## config.mk

```make
export PLATFORM = sky130hd
export DESIGN_NAME = host_error_status_bank
export DESIGN_NICKNAME = d
export VERILOG_FILES = /design/src/hdl/host_error_status_bank.v /design/src/hdl/sleep_event_gate.v /design/src/hdl/w1c_status_reg.v
export VERILOG_INCLUDE_DIRS = /design/src /design/src/hdl
export SDC_FILE = /design/constraint.sdc
export NUM_CORES = 1
export LEC_CHECK = 0
export ABC_AREA = 1
export BUFFER_PORTS_ARGS = -buffer_cell sky130_fd_sc_hd__buf_2
export CAP_MARGIN = 40
export CORE_MARGIN = 2
export CORE_UTILIZATION = 46
export CTS_CLUSTER_DIAMETER = 200
export DETAILED_ROUTE_END_ITERATION = 7
export GPL_TIMING_DRIVEN = 0
export PLACE_DENSITY_LB_ADDON = 0.3
export SETUP_SLACK_MARGIN = 0.2
export SKIP_CTS_REPAIR_TIMING = 1
export SYNTH_ARGS = -nofsm -noshare
export SYNTH_HDL_FRONTEND = slang
export SYNTH_SLANG_ARGS = --single-unit
```

## constraint.sdc

```tcl
create_clock -name clock -period 1.5 [get_ports clock]
set_input_delay 0.15 -clock clock [delete_from_list [all_inputs] [get_ports clock]]
set_output_delay 0.15 -clock clock [all_outputs]
set_load 0.01 [all_outputs]
```

## src/hdl/host_error_regs.vh

```
// offsets, bit positions and reset values of the host error status bank
`ifndef HOST_ERROR_REGS_VH
`define HOST_ERROR_REGS_VH
`define HOST_ERROR_ZONE_REGULATOR_OFS 8'h48
`define HOST_ERROR_ANALOG_LOW_OFS     8'h49
`define HOST_ERROR_ANALOG_HIGH_OFS    8'h4A
`define HOST_ERROR_DIODE_SUPPLY_OFS   8'h4B
`define HOST_ERROR_RESET              8'h00
`define ZONE_REG_IMPL_MASK            8'h3F
`define ZONE_ONE_BIT                  0
`define ZONE_TWO_BIT                  1
`define ZONE_THREE_BIT                2
`define ZONE_FOUR_BIT                 3
`define REG_ONE_HOT_BIT               4
`define REG_TWO_HOT_BIT               5
`define DIODE_1B_BIT                  0
`define DIODE_2B_BIT                  1
`define FUSE_A_BIT                    2
`define FUSE_B_BIT                    3
`define CORE_ONE_BIT                  4
`define CORE_TWO_BIT                  5
`define DIODE_1A_BIT                  6
`define DIODE_2A_BIT                  7
`endif

```

## src/hdl/host_error_status_bank.v

```verilog
// host error status bank: four sticky error registers and global flag
`include "host_error_regs.vh"
`timescale 1ns/10ps
// Summary of operation
// - zone one error sets bit0, optionally sleep-masked
// - zone two error sets bit1, optionally sleep-masked
// - zones three, four set bits2,3, never masked
// - regulator hot inputs set bits4,5, sleep-masked
// - analog inputs 1-8 errors, always sleep-masked
// - analog 9-16 errors; 9,10,11,15 always masked
// - analog 12-14 masked only when selected
// - analog input 16 never masked
// - diode faults in fourth register, optionally masked
// - fuse inputs flag only in legacy mode
// - core voltage mismatches set bits4,5, masked
// - bits sticky; clear loses to present condition
// - any set bit raises global host flag
// - masking follows sleepDeep input, select inputs
module host_error_status_bank
(
    // clock and reset
    input  wire       clock,
    input  wire       rst,
    // register port
    input  wire [7:0] regAddr,
    input  wire       regWrite,
    input  wire       regRead,
    input  wire [7:0] regWriteData,
    output reg  [7:0] regReadData_q,
    // sleep control
    input  wire       sleepDeep,
    input  wire [7:0] zoneSleepSelect,
    input  wire [7:0] analogSleepSelect,
    input  wire [7:0] diodeSleepSelect,
    // events
    input  wire [3:0] zoneLimitError,
    input  wire       regulator_one_hot_input,
    input  wire       regulator_two_hot_input,
    input  wire [15:0] analogLimitError,
    input  wire [3:0] diodeFault,
    input  wire       fuse_monitor_input_a,
    input  wire       fuse_monitor_input_b,
    input  wire       legacy_six_bit_code_mode,
    input  wire [1:0] coreVoltageMismatch,
    // status
    output reg        hostErrorFlag_q
);
    wire [7:0] zoneRaw;
    wire [7:0] diodeRaw;
    wire [7:0] zoneGated;
    wire [7:0] lowGated;
    wire [7:0] highGated;
    wire [7:0] diodeGated;
    wire [7:0] zoneStatus;
    wire [7:0] lowStatus;
    wire [7:0] highStatus;
    wire [7:0] diodeStatus;
    wire       fuseAEvent;
    wire       fuseBEvent;
    reg  [7:0] readMux;

    function hit;
        input [7:0] addr;
        input [7:0] ofs;
        begin
            hit = (addr == ofs);
        end
    endfunction

    assign fuseAEvent = fuse_monitor_input_a & legacy_six_bit_code_mode;
    assign fuseBEvent = fuse_monitor_input_b & legacy_six_bit_code_mode;
    assign zoneRaw = {2'h0, regulator_two_hot_input, regulator_one_hot_input, zoneLimitError};
    assign diodeRaw = {diodeFault[3], diodeFault[2], coreVoltageMismatch, fuseBEvent, fuseAEvent,
                       diodeFault[1], diodeFault[0]};

    // zone: 0,1 optional; 2,3 never; 4,5 always
    sleep_event_gate zoneGate
    (
        .rawEvent       (zoneRaw),
        .alwaysMask     (8'h30),
        .optionalMask   (8'h03),
        .optionalSelect (zoneSleepSelect),
        .deepSleep      (sleepDeep),
        .gatedEvent     (zoneGated)
    );
    sleep_event_gate lowGate
    (
        .rawEvent       (analogLimitError[7:0]),
        .alwaysMask     (8'hFF),
        .optionalMask   (8'h00),
        .optionalSelect (8'h00),
        .deepSleep      (sleepDeep),
        .gatedEvent     (lowGated)
    );
    sleep_event_gate highGate
    (
        .rawEvent       (analogLimitError[15:8]),
        .alwaysMask     (8'h47),
        .optionalMask   (8'h38),
        .optionalSelect (analogSleepSelect),
        .deepSleep      (sleepDeep),
        .gatedEvent     (highGated)
    );
    sleep_event_gate diodeGate
    (
        .rawEvent       (diodeRaw),
        .alwaysMask     (8'h3C),
        .optionalMask   (8'hC3),
        .optionalSelect (diodeSleepSelect),
        .deepSleep      (sleepDeep),
        .gatedEvent     (diodeGated)
    );

    w1c_status_reg zoneReg
    (
        .clock     (clock),
        .rst       (rst),
        .writeHit  (regWrite & hit(regAddr, `HOST_ERROR_ZONE_REGULATOR_OFS)),
        .writeData (regWriteData),
        .implMask  (`ZONE_REG_IMPL_MASK),
        .setEvent  (zoneGated),
        .status_q  (zoneStatus)
    );
    w1c_status_reg lowReg
    (
        .clock     (clock),
        .rst       (rst),
        .writeHit  (regWrite & hit(regAddr, `HOST_ERROR_ANALOG_LOW_OFS)),
        .writeData (regWriteData),
        .implMask  (8'hFF),
        .setEvent  (lowGated),
        .status_q  (lowStatus)
    );
    w1c_status_reg highReg
    (
        .clock     (clock),
        .rst       (rst),
        .writeHit  (regWrite & hit(regAddr, `HOST_ERROR_ANALOG_HIGH_OFS)),
        .writeData (regWriteData),
        .implMask  (8'hFF),
        .setEvent  (highGated),
        .status_q  (highStatus)
    );
    w1c_status_reg diodeReg
    (
        .clock     (clock),
        .rst       (rst),
        .writeHit  (regWrite & hit(regAddr, `HOST_ERROR_DIODE_SUPPLY_OFS)),
        .writeData (regWriteData),
        .implMask  (8'hFF),
        .setEvent  (diodeGated),
        .status_q  (diodeStatus)
    );

    always @*
    begin
        readMux = 8'h00;
        if (hit(regAddr, `HOST_ERROR_ZONE_REGULATOR_OFS))
            readMux = zoneStatus;
        else if (hit(regAddr, `HOST_ERROR_ANALOG_LOW_OFS))
            readMux = lowStatus;
        else if (hit(regAddr, `HOST_ERROR_ANALOG_HIGH_OFS))
            readMux = highStatus;
        else if (hit(regAddr, `HOST_ERROR_DIODE_SUPPLY_OFS))
            readMux = diodeStatus;
    end

    always @(posedge clock)
    begin
        if (rst)
        begin
            regReadData_q   <= 8'h00;
            hostErrorFlag_q <= 1'b0;
        end
        else
        begin
            if (regRead)
                regReadData_q <= readMux;
            hostErrorFlag_q <= |{zoneStatus, lowStatus, highStatus, diodeStatus};
        end
    end
endmodule

```

## src/hdl/sleep_event_gate.v

```verilog
// gates raw error events by sleep state and mask selection
`timescale 1ns/10ps
module sleep_event_gate
(
    // events and policy
    input  wire [7:0] rawEvent,
    input  wire [7:0] alwaysMask,
    input  wire [7:0] optionalMask,
    input  wire [7:0] optionalSelect,
    // sleep state
    input  wire       deepSleep,
    output wire [7:0] gatedEvent
);
    // bit masked when asleep and either always or optionally selected
    assign gatedEvent = rawEvent & ~({8{deepSleep}} & (alwaysMask | (optionalMask & optionalSelect)));
endmodule

```

## src/hdl/w1c_status_reg.v

```verilog
// one sticky write-one-to-clear status register
`include "host_error_regs.vh"
`timescale 1ns/10ps
module w1c_status_reg
(
    // clock and reset
    input  wire       clock,
    input  wire       rst,
    // access
    input  wire       writeHit,
    input  wire [7:0] writeData,
    input  wire [7:0] implMask,
    // events
    input  wire [7:0] setEvent,
    output reg  [7:0] status_q
);
    reg [7:0] status_d;
    always @*
    begin
        status_d = status_q;
        if (writeHit)
            status_d = status_d & ~writeData;
        status_d = (status_d | setEvent) & implMask;
    end
    always @(posedge clock)
    begin
        if (rst)
            status_q <= `HOST_ERROR_RESET;
        else
            status_q <= status_d;
    end
endmodule

```

==> results_dict.tcl, run 1 <==
set metrics [dict create \
    status "finished clean" \
    hold_start "zoneLimitError[2]" \
    timing.max_cap.violations 0 \
    area_growth_pct 24.14 \
    synth_top_area_frac 0.3784 \
    placement.io_buffers 66 \
    die_width_microns 70.97 \
    dr_total_vias 2203 \
    compound_gate_portion_of_the_synthesized_area 0.1067 \
    grt_setup_unrepaired "false" \
    slew_violations 0 \
    setup.worst_path.start "highReg.status_q[4]" \
    route.layer.met1.wl_microns 2520 \
    highest-signal-layer "met4" \
    timing.setup.critical_path_class "reg2reg" \
    post-route-worst-setup-slack_ns 0.3934 \
    gp_congestion 0.9688 \
    vdd_ir_drop_max_uv 554.9 \
    p_int_mw 1.724 \
    synth_area_sq_um 2063 \
    synth_cell_types 19 \
    synth_area_leaders "sky130_fd_sc_hd__dfxtp_1 38%, sky130_fd_sc_hd__nand2_1 25%, sky130_fd_sc_hd__a21oi_1 7.3%, sky130_fd_sc_hd__nor2_1 5.1%, sky130_fd_sc_hd__nand3_1 4.9%" \
    final.setup.tns_ns 0 \
    end_kind "register" \
    number_of_global_route_vias_before_repair 2000 \
    timing.final.hold_violations 0 \
    timing.clock.skew_ns 0.005677 \
    synth.yosys.warnings 0 \
    cts_htree_levels 2 \
    die_area_sq_um 5037 \
    seqPwrFrac 0.498 \
    router_iterations_before_antenna_repair 4 \
    grt_first_pass_wirelength_microns 9301 \
    crit_fanout 3 \
    layout.cells.most_common_list "136 x sky130_fd_sc_hd__nand2_1, 69 x sky130_fd_sc_hd__buf_2, 39 x sky130_fd_sc_hd__dfxtp_1" \
    antenna_left 0 \
    timing.critical_path.arrival_ns 1.27 \
    std_cell_rows 24 \
    worstHoldPathType "in2reg" \
    final_common_cell "sky130_fd_sc_hd__nand2_1" \
    maxClockFrequency_mhz 903.7 \
    tightest_slew_ns 0.6199 \
    simple_gate_fraction_of_synth_area 0.4621 \
    clk_transition_reported_paths_ns 0.07 \
    synth.largest_area_cell "sky130_fd_sc_hd__dfxtp_1" \
    place.detailed.hpwl_microns 4331 \
    synth_top_family_by_area "simple AND/OR/NAND/NOR gates" \
    met3RoutedLength_microns 335 \
    grt.overflow.total 0 \
    ys_seq_area_frac 0.3784 \
    synth_area_per_cell_sq_um 6.721 \
    cts.sinks 39 \
    clk_latency_ns 0.29 \
    setup_viol 0 \
    cts_tree "yes" \
    overall_power_mw 2.315 \
    leakage_nw 1.218 \
    dr_wl_met2_microns 2569 \
    wire_per_inst_microns 12.94 \
    fin_crit_sh 0.7377 \
    synth_xor_area_frac 0 \
    worst_hold_slack_ns 0.06358 \
    avgViaCountPerCell 5.100 \
    worst_case_setup_slack_after_placement_ns 0.1553 \
    detail_route.wirelength_microns 5592 \
    root_buffer "sky130_fd_sc_hd__clkbuf_8" \
    initial_utilization 0.4771 \
    nNetsFinal 456 \
    finalCriticalPeriod_ns 1.107 \
    initial_antenna_violation_count 0 \
    clk_path_buf_depth 2 \
    number_of_buffers_created_by_cts 5 \
    die_height_microns 70.97 \
    drt_iter0_drc 127 \
    slew-limit-headroom 0.5867 \
    r2r_start "highReg.status_q[4]" \
    placed_cell_count 425 \
    grt_max_degree 12 \
    num_antenna_cells 0 \
    floorplan.core_area_sq_um 4324 \
    design.portCount 85 \
    clock_power_share 0.367 \
    layout-drive-gt1-share 0.2816 \
    synthAdderAreaFrac 0 \
    postSynthRegisterBits 39 \
    final_cells 432 \
    synth_fp_nets 383 \
    globalRouteTotalUtil 0.2366 \
    synth_cells 307 \
    switching_share 0.2552 \
    share_comb_of_total_power 0.135 \
    power_switching_mw 0.5909 \
    drc_errors 0 \
    post_synth_mux_area_share 0 \
    cp.required_ns 1.66 \
    power.density_nw_per_um2 903.9 \
    cp-start-kind "register" \
]
==> final timing paths <==
kind,to,slack (ns),cells past startpoint
setup / recovery,hostErrorFlag_q,0.39,6
hold / removal,zoneReg.status_q[2],0.06,3
setup reg to reg,hostErrorFlag_q,0.39,6
hold reg to reg,lowReg.status_q[4],0.49,2
==> cell families (layout without fill, tap and decap cells) <==
family / count (synthesis) / in the layout
and+or+nand+nor: 210 / 210
DFF: 39 / 39
AOI/OAI and AO/OA: 38 / 38
buffers and inverters: 20 / 93
==> metal layers <==
layer | track usage | vias to the layer above
li1 | - | 1125
met1 | 0.3079 | 976
met2 | 0.3780 | 84
met3 | 0.05413 | 18
met4 | 0.1006 | 0
met5 | 0 | -
==> worst max-delay path, stage by stage (launching register included) <==
cell,delay [ns]
sky130_fd_sc_hd__dfxtp_1,0.34
sky130_fd_sc_hd__nor2_1,0.10
sky130_fd_sc_hd__nand2_1,0.05
sky130_fd_sc_hd__nor3_1,0.18
sky130_fd_sc_hd__nand3_1,0.13
sky130_fd_sc_hd__nor2_1,0.13
sky130_fd_sc_hd__nor2_1,0.05
==> cell usage after synthesis <==
cell type,number
sky130_fd_sc_hd__clkbuf_1,4
sky130_fd_sc_hd__nand2_4,1
sky130_fd_sc_hd__nand3_1,20
sky130_fd_sc_hd__inv_1,8
sky130_fd_sc_hd__nand2_2,2
sky130_fd_sc_hd__nor2_4,6
sky130_fd_sc_hd__clkinv_1,1
sky130_fd_sc_hd__nand2_8,1
sky130_fd_sc_hd__nand2_1,136
sky130_fd_sc_hd__dfxtp_1,39
sky130_fd_sc_hd__nand3_2,8
sky130_fd_sc_hd__a21oi_1,30
sky130_fd_sc_hd__buf_2,3
sky130_fd_sc_hd__buf_6,4
sky130_fd_sc_hd__a21oi_2,8
sky130_fd_sc_hd__nor2_2,2
sky130_fd_sc_hd__nor3_1,3
sky130_fd_sc_hd__nor4_1,3
sky130_fd_sc_hd__nor2_1,28
==> power groups by stage <==
stage	clock network, mW	logic [mW]	registers (mW)
final	0.850	0.313	1.15
after global routing	0.906	0.357	1.16
after CTS	0.851	0.313	1.15
after floorplan	0	0.182	1.16
after detailed placement	0	0.311	1.17
after global placement	0	0.304	1.17
==> registers in the layout, indices dropped and copies added (netlist names) <==
signal             count
diodeReg.status_q      8
highReg.status_q       8
hostErrorFlag_q        1
lowReg.status_q        8
regReadData_q          8
zoneReg.status_q       6
==> cell type report <==
cell class / count / area (sq um)
Clock buffer: 6 / 72.57
Tap cell: 52 / 65.06
Inverter: 9 / 33.78
Timing Repair Buffer: 66 / 330.3
Sequential cell: 39 / 780.7
Buffer: 11 / 75.07
Fill cell: 409 / 1763
Clock inverter: 1 / 30.03
Multi-Input combinational cell: 248 / 1174
==> through the flow <==
stage	cell area, sq um	util
after floorplan	2063	-
after global placement	2459	0.5686
after detailed placement	2459	0.5686
after CTS	2561	0.5923
after global routing	2561	0.5923
final	2561	0.5923
Power figures use the tool's default switching activity.
==> run 2: changes to the inputs <==
==> constraint.sdc (replaced) <==
create_clock -name clock -period 1.1 [get_ports clock]
set_input_delay 0.11 -clock clock [delete_from_list [all_inputs] [get_ports clock]]
set_output_delay 0.11 -clock clock [all_outputs]
set_load 0.01 [all_outputs]
==> run 2 against run 1 <==
The run now ends with setup timing left. Setup slack lost 0.49 ns. Sequential cell count is the same. Non-clock buffer count grew 11. First-iteration DRC count shrank 4.7%. Sequential share of layout area shrank 2.8 points. Count of clock-buffer cells in the layout is the same. Worst hold slack lost 0.051 ns. Die area is the same.
==> results_dict.tcl, run 2 (synthesized netlist as in run 1, its figures left out) <==
set metrics [dict create \
    layout.cells.most_common_list "128 x sky130_fd_sc_hd__nand2_1, 67 x sky130_fd_sc_hd__buf_2, 28 x sky130_fd_sc_hd__dfxtp_1" \
    setup.reg_to_reg.worst_slack_ns -0.09 \
    avgViaCountPerCell 5.101 \
    slew_violations 0 \
    place.detailed.hpwl_microns 4325 \
    grt_setup_unrepaired "true" \
    post-route-worst-setup-slack_ns -0.09220 \
    worst_path_max_delay_cell "sky130_fd_sc_hd__dfxtp_1" \
    cp_cell_sequence "nor2_1 -> nand2_1 -> nor3_2 -> nand3_1 -> nor2_1 -> nor2_1" \
    clk_latency_ns 0.30 \
    area_growth_pct 38.99 \
    worstPathBufferInverterCount 0 \
    initial_utilization 0.4771 \
    die_area_sq_um 5037 \
    r2r_start "highReg.status_q[4]" \
    finalCoreUtilization 0.6632 \
    timing.hold.worst_path_depth 3 \
    worst_r2r_path_depth 6 \
    globalRouteTotalUtil 0.2340 \
    worst_hold_slack_ns 0.01260 \
    cts.sinks 39 \
    grt.overflow.total 0 \
    register_area_sq_um 794.5 \
    final.setup.tns_ns -0.09220 \
    critPathMostFrequentCell "sky130_fd_sc_hd__nor2_1" \
    placement.io_buffers 66 \
    setup_viol 1 \
    violations "setup timing" \
    finalCriticalPeriod_ns 1.192 \
    endpoint_of_the_lowest_slack_register_to_register_path "hostErrorFlag_q" \
    total_area_of_multi_input_combinational_cells_sq_um 1339 \
    worstHoldPathType "in2reg" \
    cpLargestDelayFamily "simple AND/OR/NAND/NOR gates" \
    initial_antenna_violation_count 0 \
    cts_tree "yes" \
    fin_crit_sh 1.084 \
    floorplan.core_area_sq_um 4324 \
    cp.required_ns 1.27 \
    p_int_mw 2.173 \
    cp-start-kind "register" \
    status "finished, violations left" \
    timing.setup.critical_path_class "reg2reg" \
    crit_fanout 3 \
    critPathMaxStageDelay_ns 0.34 \
    root_buffer "sky130_fd_sc_hd__clkbuf_8" \
    die_height_microns 70.97 \
    maxClockFrequency_mhz 838.8 \
    tightest_slew_ns 0.7214 \
    seqPwrFrac 0.520 \
    holdPathEnd "zoneReg.status_q[2]" \
    die_width_microns 70.97 \
    clock_power_share 0.315 \
    grt_first_pass_wirelength_microns 9204 \
    switching_share 0.2906 \
    power_switching_mw 0.8901 \
    antenna_left 0 \
    design.portCount 85 \
    std_cell_rows 24 \
    router_iterations_before_antenna_repair 4 \
    detail_route.wirelength_microns 6096 \
    final_common_cell "sky130_fd_sc_hd__nand2_1" \
    timing.clock.skew_ns 0.009382 \
    slew-limit-headroom 0.5190 \
    vdd_ir_drop_max_uv 684.1 \
    worst_case_setup_slack_after_placement_ns -0.2491 \
    timing.final.hold_violations 0 \
    drt_iter0_drc 121 \
    end_kind "register" \
    cts_htree_levels 2 \
    share_comb_of_total_power 0.165 \
    nNetsFinal 467 \
    fillers 384 \
    layout-drive-gt1-share 0.4362 \
    leakage_nw 1.331 \
    number_of_buffers_created_by_cts 5 \
    power.density_nw_per_um2 1068 \
    wire_per_inst_microns 13.73 \
    drc_errors 0 \
    number_of_global_route_vias_before_repair 2014 \
    timing.critical_path.arrival_ns 1.36 \
    timing.max_cap.violations 0 \
    grt_max_degree 13 \
    clk_path_buf_depth 2 \
    gp_congestion 0.9025 \
    hold_start "zoneLimitError[2]" \
    num_antenna_cells 0 \
    clk_transition_reported_paths_ns 0.08 \
    dr_total_vias 2265 \
]
==> run 2: cell types whose count changed in the layout (fill, tap and decap cells not counted), moves of 3 or more <==
cell,delta
sky130_fd_sc_hd__nor2_1,-13
sky130_fd_sc_hd__dfxtp_1,-11
sky130_fd_sc_hd__dfxtp_2,+11
sky130_fd_sc_hd__buf_4,+9
sky130_fd_sc_hd__nand2_1,-8
sky130_fd_sc_hd__nor2_4,+8
sky130_fd_sc_hd__a21oi_1,-7
sky130_fd_sc_hd__a21oi_2,+7
sky130_fd_sc_hd__inv_1,-6
sky130_fd_sc_hd__nand2_2,+6
sky130_fd_sc_hd__inv_2,+5
sky130_fd_sc_hd__nor2_2,+5
sky130_fd_sc_hd__nor3_1,-3
sky130_fd_sc_hd__nor3_2,+3
==> run 2: worst max-delay path by stage <==
stage / from / end / slack [ns] / cells past startpoint
2_1_floorplan: regAddr[7] / highReg.status_q[7] / 0.07 / 9
3_3_place_gp: regAddr[7] / highReg.status_q[7] / -0.22 / 10
3_5_place_dp: regAddr[0] / highReg.status_q[7] / -0.25 / 9
4_1_cts: lowReg.status_q[0] / hostErrorFlag_q / -0.02 / 4
5_1_grt: highReg.status_q[4] / hostErrorFlag_q / -0.13 / 6
6_report: highReg.status_q[4] / hostErrorFlag_q / -0.09 / 6
==> run 2: final cells by class <==
class                   count  area share
plain buffers              11     0.03098
clock buffers               6     0.02531
clock inverters             2    0.004363
inverters                   9     0.01571
multi-input cells         248      0.4668
flip-flops and latches     39      0.2771
well taps                  52     0.02269
repair buffers             77      0.1571
==> run 2: per-stage QoR <==
stage	power, mW	instance area (sq um)	std cells
after floorplan	1.832	2085	307
after global placement	2.026	2480	425
after detailed placement	2.036	2480	425
after CTS	2.975	2565	433
after global routing	3.187	2868	444
final	3.063	2868	444
==> run 2: power groups by stage <==
stage | Combinational [mW] | Sequential [mW] | Clock [mW]
6_report | 0.505 | 1.59 | 0.964
5_1_grt | 0.558 | 1.60 | 1.03
4_1_cts | 0.438 | 1.57 | 0.970
3_5_place_dp | 0.436 | 1.60 | 0
3_3_place_gp | 0.428 | 1.60 | 0
2_1_floorplan | 0.252 | 1.58 | 0
==> run 2: per-layer routing <==
layer | GRT usage | routed length, microns | vias to the layer above | part of all wire
met5 | 0 | 0 | - | 0
met2 | 0.3801 | 2901 | 88 | 0.48
met3 | 0.03989 | 378 | 16 | 0.062
li1 | - | - | 1152 | -
met4 | 0.1321 | 219 | 0 | 0.036
met1 | 0.2935 | 2596 | 1009 | 0.43
==> run 2: worst reg2reg max path, stage by stage (launching register included) <==
cell and delay, ns:
sky130_fd_sc_hd__dfxtp_1 0.34, sky130_fd_sc_hd__nor2_1 0.18, sky130_fd_sc_hd__nand2_1 0.11, sky130_fd_sc_hd__nor3_2 0.14
sky130_fd_sc_hd__nand3_1 0.12, sky130_fd_sc_hd__nor2_1 0.12, sky130_fd_sc_hd__nor2_1 0.05
==> run 3: changes to the inputs <==
--- a/config.mk
+++ b/config.mk
@@ -15,7 +15,7 @@
 export DETAILED_ROUTE_END_ITERATION = 7
 export GPL_TIMING_DRIVEN = 0
 export PLACE_DENSITY_LB_ADDON = 0.3
-export SETUP_SLACK_MARGIN = 0.2
+export SETUP_SLACK_MARGIN = 0.3
 export SKIP_CTS_REPAIR_TIMING = 1
 export SYNTH_ARGS = -nofsm -noshare
 export SYNTH_HDL_FRONTEND = slang
==> run 3 against run 2 <==
The run now ends clean. Global-route usage fell by 0.50 points. Die area did not move. Sequential share of layout area fell by 1.9 points. Non-clock buffer count fell by 1.
==> results_dict.tcl, run 3 (synthesized netlist as in run 1, its figures left out) <==
set metrics [dict create \
    status "finished clean" \
    clock_power_share 0.339 \
    fillers 339 \
    seqPwrFrac 0.492 \
    std_cell_rows 24 \
    final_common_cell "sky130_fd_sc_hd__nand2_1" \
    number_of_global_route_vias_before_repair 2055 \
    drt_iter0_drc 143 \
    power.density_nw_per_um2 1046 \
    slew_violations 0 \
    placed_cell_count 425 \
    die_area_sq_um 5037 \
    antenna_left 0 \
    finalCoreUtilization 0.7164 \
    finalCriticalPeriod_ns 1.076 \
    grt_max_degree 13 \
    cp.required_ns 1.27 \
    fin_crit_sh 0.9777 \
    layout-drive-gt1-share 0.4745 \
    share_comb_of_total_power 0.169 \
    initial_antenna_violation_count 0 \
    cts.sinks 39 \
    worstHoldPathType "in2reg" \
    cts_htree_levels 2 \
    clk_latency_ns 0.30 \
    die_height_microns 70.97 \
    cts_tree "yes" \
    setup_viol 0 \
    globalRouteTotalUtil 0.2289 \
    initial_utilization 0.4771 \
    grt.overflow.total 0 \
    post-route-worst-setup-slack_ns 0.02449 \
    switching_share 0.2837 \
    postPlaceCellArea_sq_um 2540 \
    root_buffer "sky130_fd_sc_hd__clkbuf_8" \
    timing.final.hold_violations 0 \
    die_width_microns 70.97 \
    final_cells 444 \
    final.setup.tns_ns 0 \
    grt_first_pass_wirelength_microns 9087 \
    slew-limit-headroom 0.5462 \
    detail_route.wirelength_microns 6583 \
    timing.clock.skew_ns 0.008192 \
    cp-start-kind "register" \
    avgViaCountPerCell 5.345 \
    timing.critical_path.arrival_ns 1.25 \
    end_kind "register" \
    total_non_filler_cell_area_in_the_finished_layout_sq_um 3098 \
    drc_errors 0 \
    design.portCount 85 \
    grt_setup_unrepaired "true" \
    clk_path_buf_depth 2 \
    clk_transition_reported_paths_ns 0.08 \
    power_switching_mw 0.9195 \
    area_growth_pct 50.15 \
    gp_congestion 0.9276 \
    worst_case_setup_slack_after_placement_ns -0.2204 \
    p_int_mw 2.321 \
    layout.cells.most_common_list "122 x sky130_fd_sc_hd__nand2_1, 57 x sky130_fd_sc_hd__buf_2, 25 x sky130_fd_sc_hd__a21oi_1" \
    nNetsFinal 467 \
    placement.io_buffers 66 \
    number_of_buffers_created_by_cts 5 \
    vdd_ir_drop_max_uv 882.8 \
    crit_fanout 3 \
    timing.setup.critical_path_class "reg2reg" \
    floorplan.core_area_sq_um 4324 \
    dr_total_vias 2373 \
    maxClockFrequency_mhz 929.8 \
    leakage_nw 1.410 \
    router_iterations_before_antenna_repair 5 \
    timing.max_cap.violations 0 \
    tightest_slew_ns 0.6807 \
    num_antenna_cells 0 \
    place.detailed.hpwl_microns 4278 \
    wire_per_inst_microns 14.83 \
]
[run 3: changes by cell type in the layout (fill, tap and decap cells not counted), sizes merged]
cell	before	now
buf	83	81
clkbuf	11	13
clkinvlp	2	1
nand2	140	141
[run 3: critical path, cell delays in order (launching register included)]
cell	delay [ns]
sky130_fd_sc_hd__dfxtp_2	0.34
sky130_fd_sc_hd__nor4_2	0.29
sky130_fd_sc_hd__nand3_1	0.13
sky130_fd_sc_hd__nor2_1	0.14
sky130_fd_sc_hd__nor2_1	0.06
[run 3: path summary, 6_finish.rpt]
path                  startpoint                   to  slack [ns]  depth (start not counted)
max          zoneReg.status_q[2]      hostErrorFlag_q        0.02                          4
min            zoneLimitError[2]  zoneReg.status_q[2]        0.02                          3
min reg2reg     regReadData_q[7]     regReadData_q[7]        0.48                          2
max reg2reg  zoneReg.status_q[2]      hostErrorFlag_q        0.02                          4
[run 3: layout make-up]
type | count | area [sq um] | area share
Timing Repair Buffer | 76 | 534.3 | 0.1725
Clock inverter | 1 | 7.507 | 0.002423
Tap cell | 52 | 65.06 | 0.02100
Buffer | 11 | 98.84 | 0.03191
Inverter | 9 | 60.06 | 0.01939
Multi-Input combinational cell | 249 | 1435 | 0.4632
Clock buffer | 7 | 96.34 | 0.03110
Sequential cell | 39 | 800.8 | 0.2585
[run 3: power by group through the flow]
stage	Combinational [mW]	Clock (mW)	Sequential, mW
global placement	0.447	0	1.60
finish	0.546	1.10	1.59
floorplan	0.270	0	1.58
global route	0.600	1.16	1.60
CTS	0.458	1.08	1.57
detailed placement	0.456	0	1.60
[run 3: metal layers]
metal / GRT usage / up-vias / wire, microns
li1: - / 1154 / -
met1: 0.2821 / 1067 / 2641
met2: 0.3853 / 126 / 3138
met3: 0.04701 / 26 / 511
met4: 0.1027 / 0 / 292
met5: 0 / - / 0
[run 3: through the flow]
stage	total power, mW	hold WS [ns]
after floorplan	1.849	0.2274
after global routing	3.362	0.04573
after CTS	3.110	0.02844
after global placement	2.046	0.3228
final	3.241	0.02499
after detailed placement	2.055	0.3338
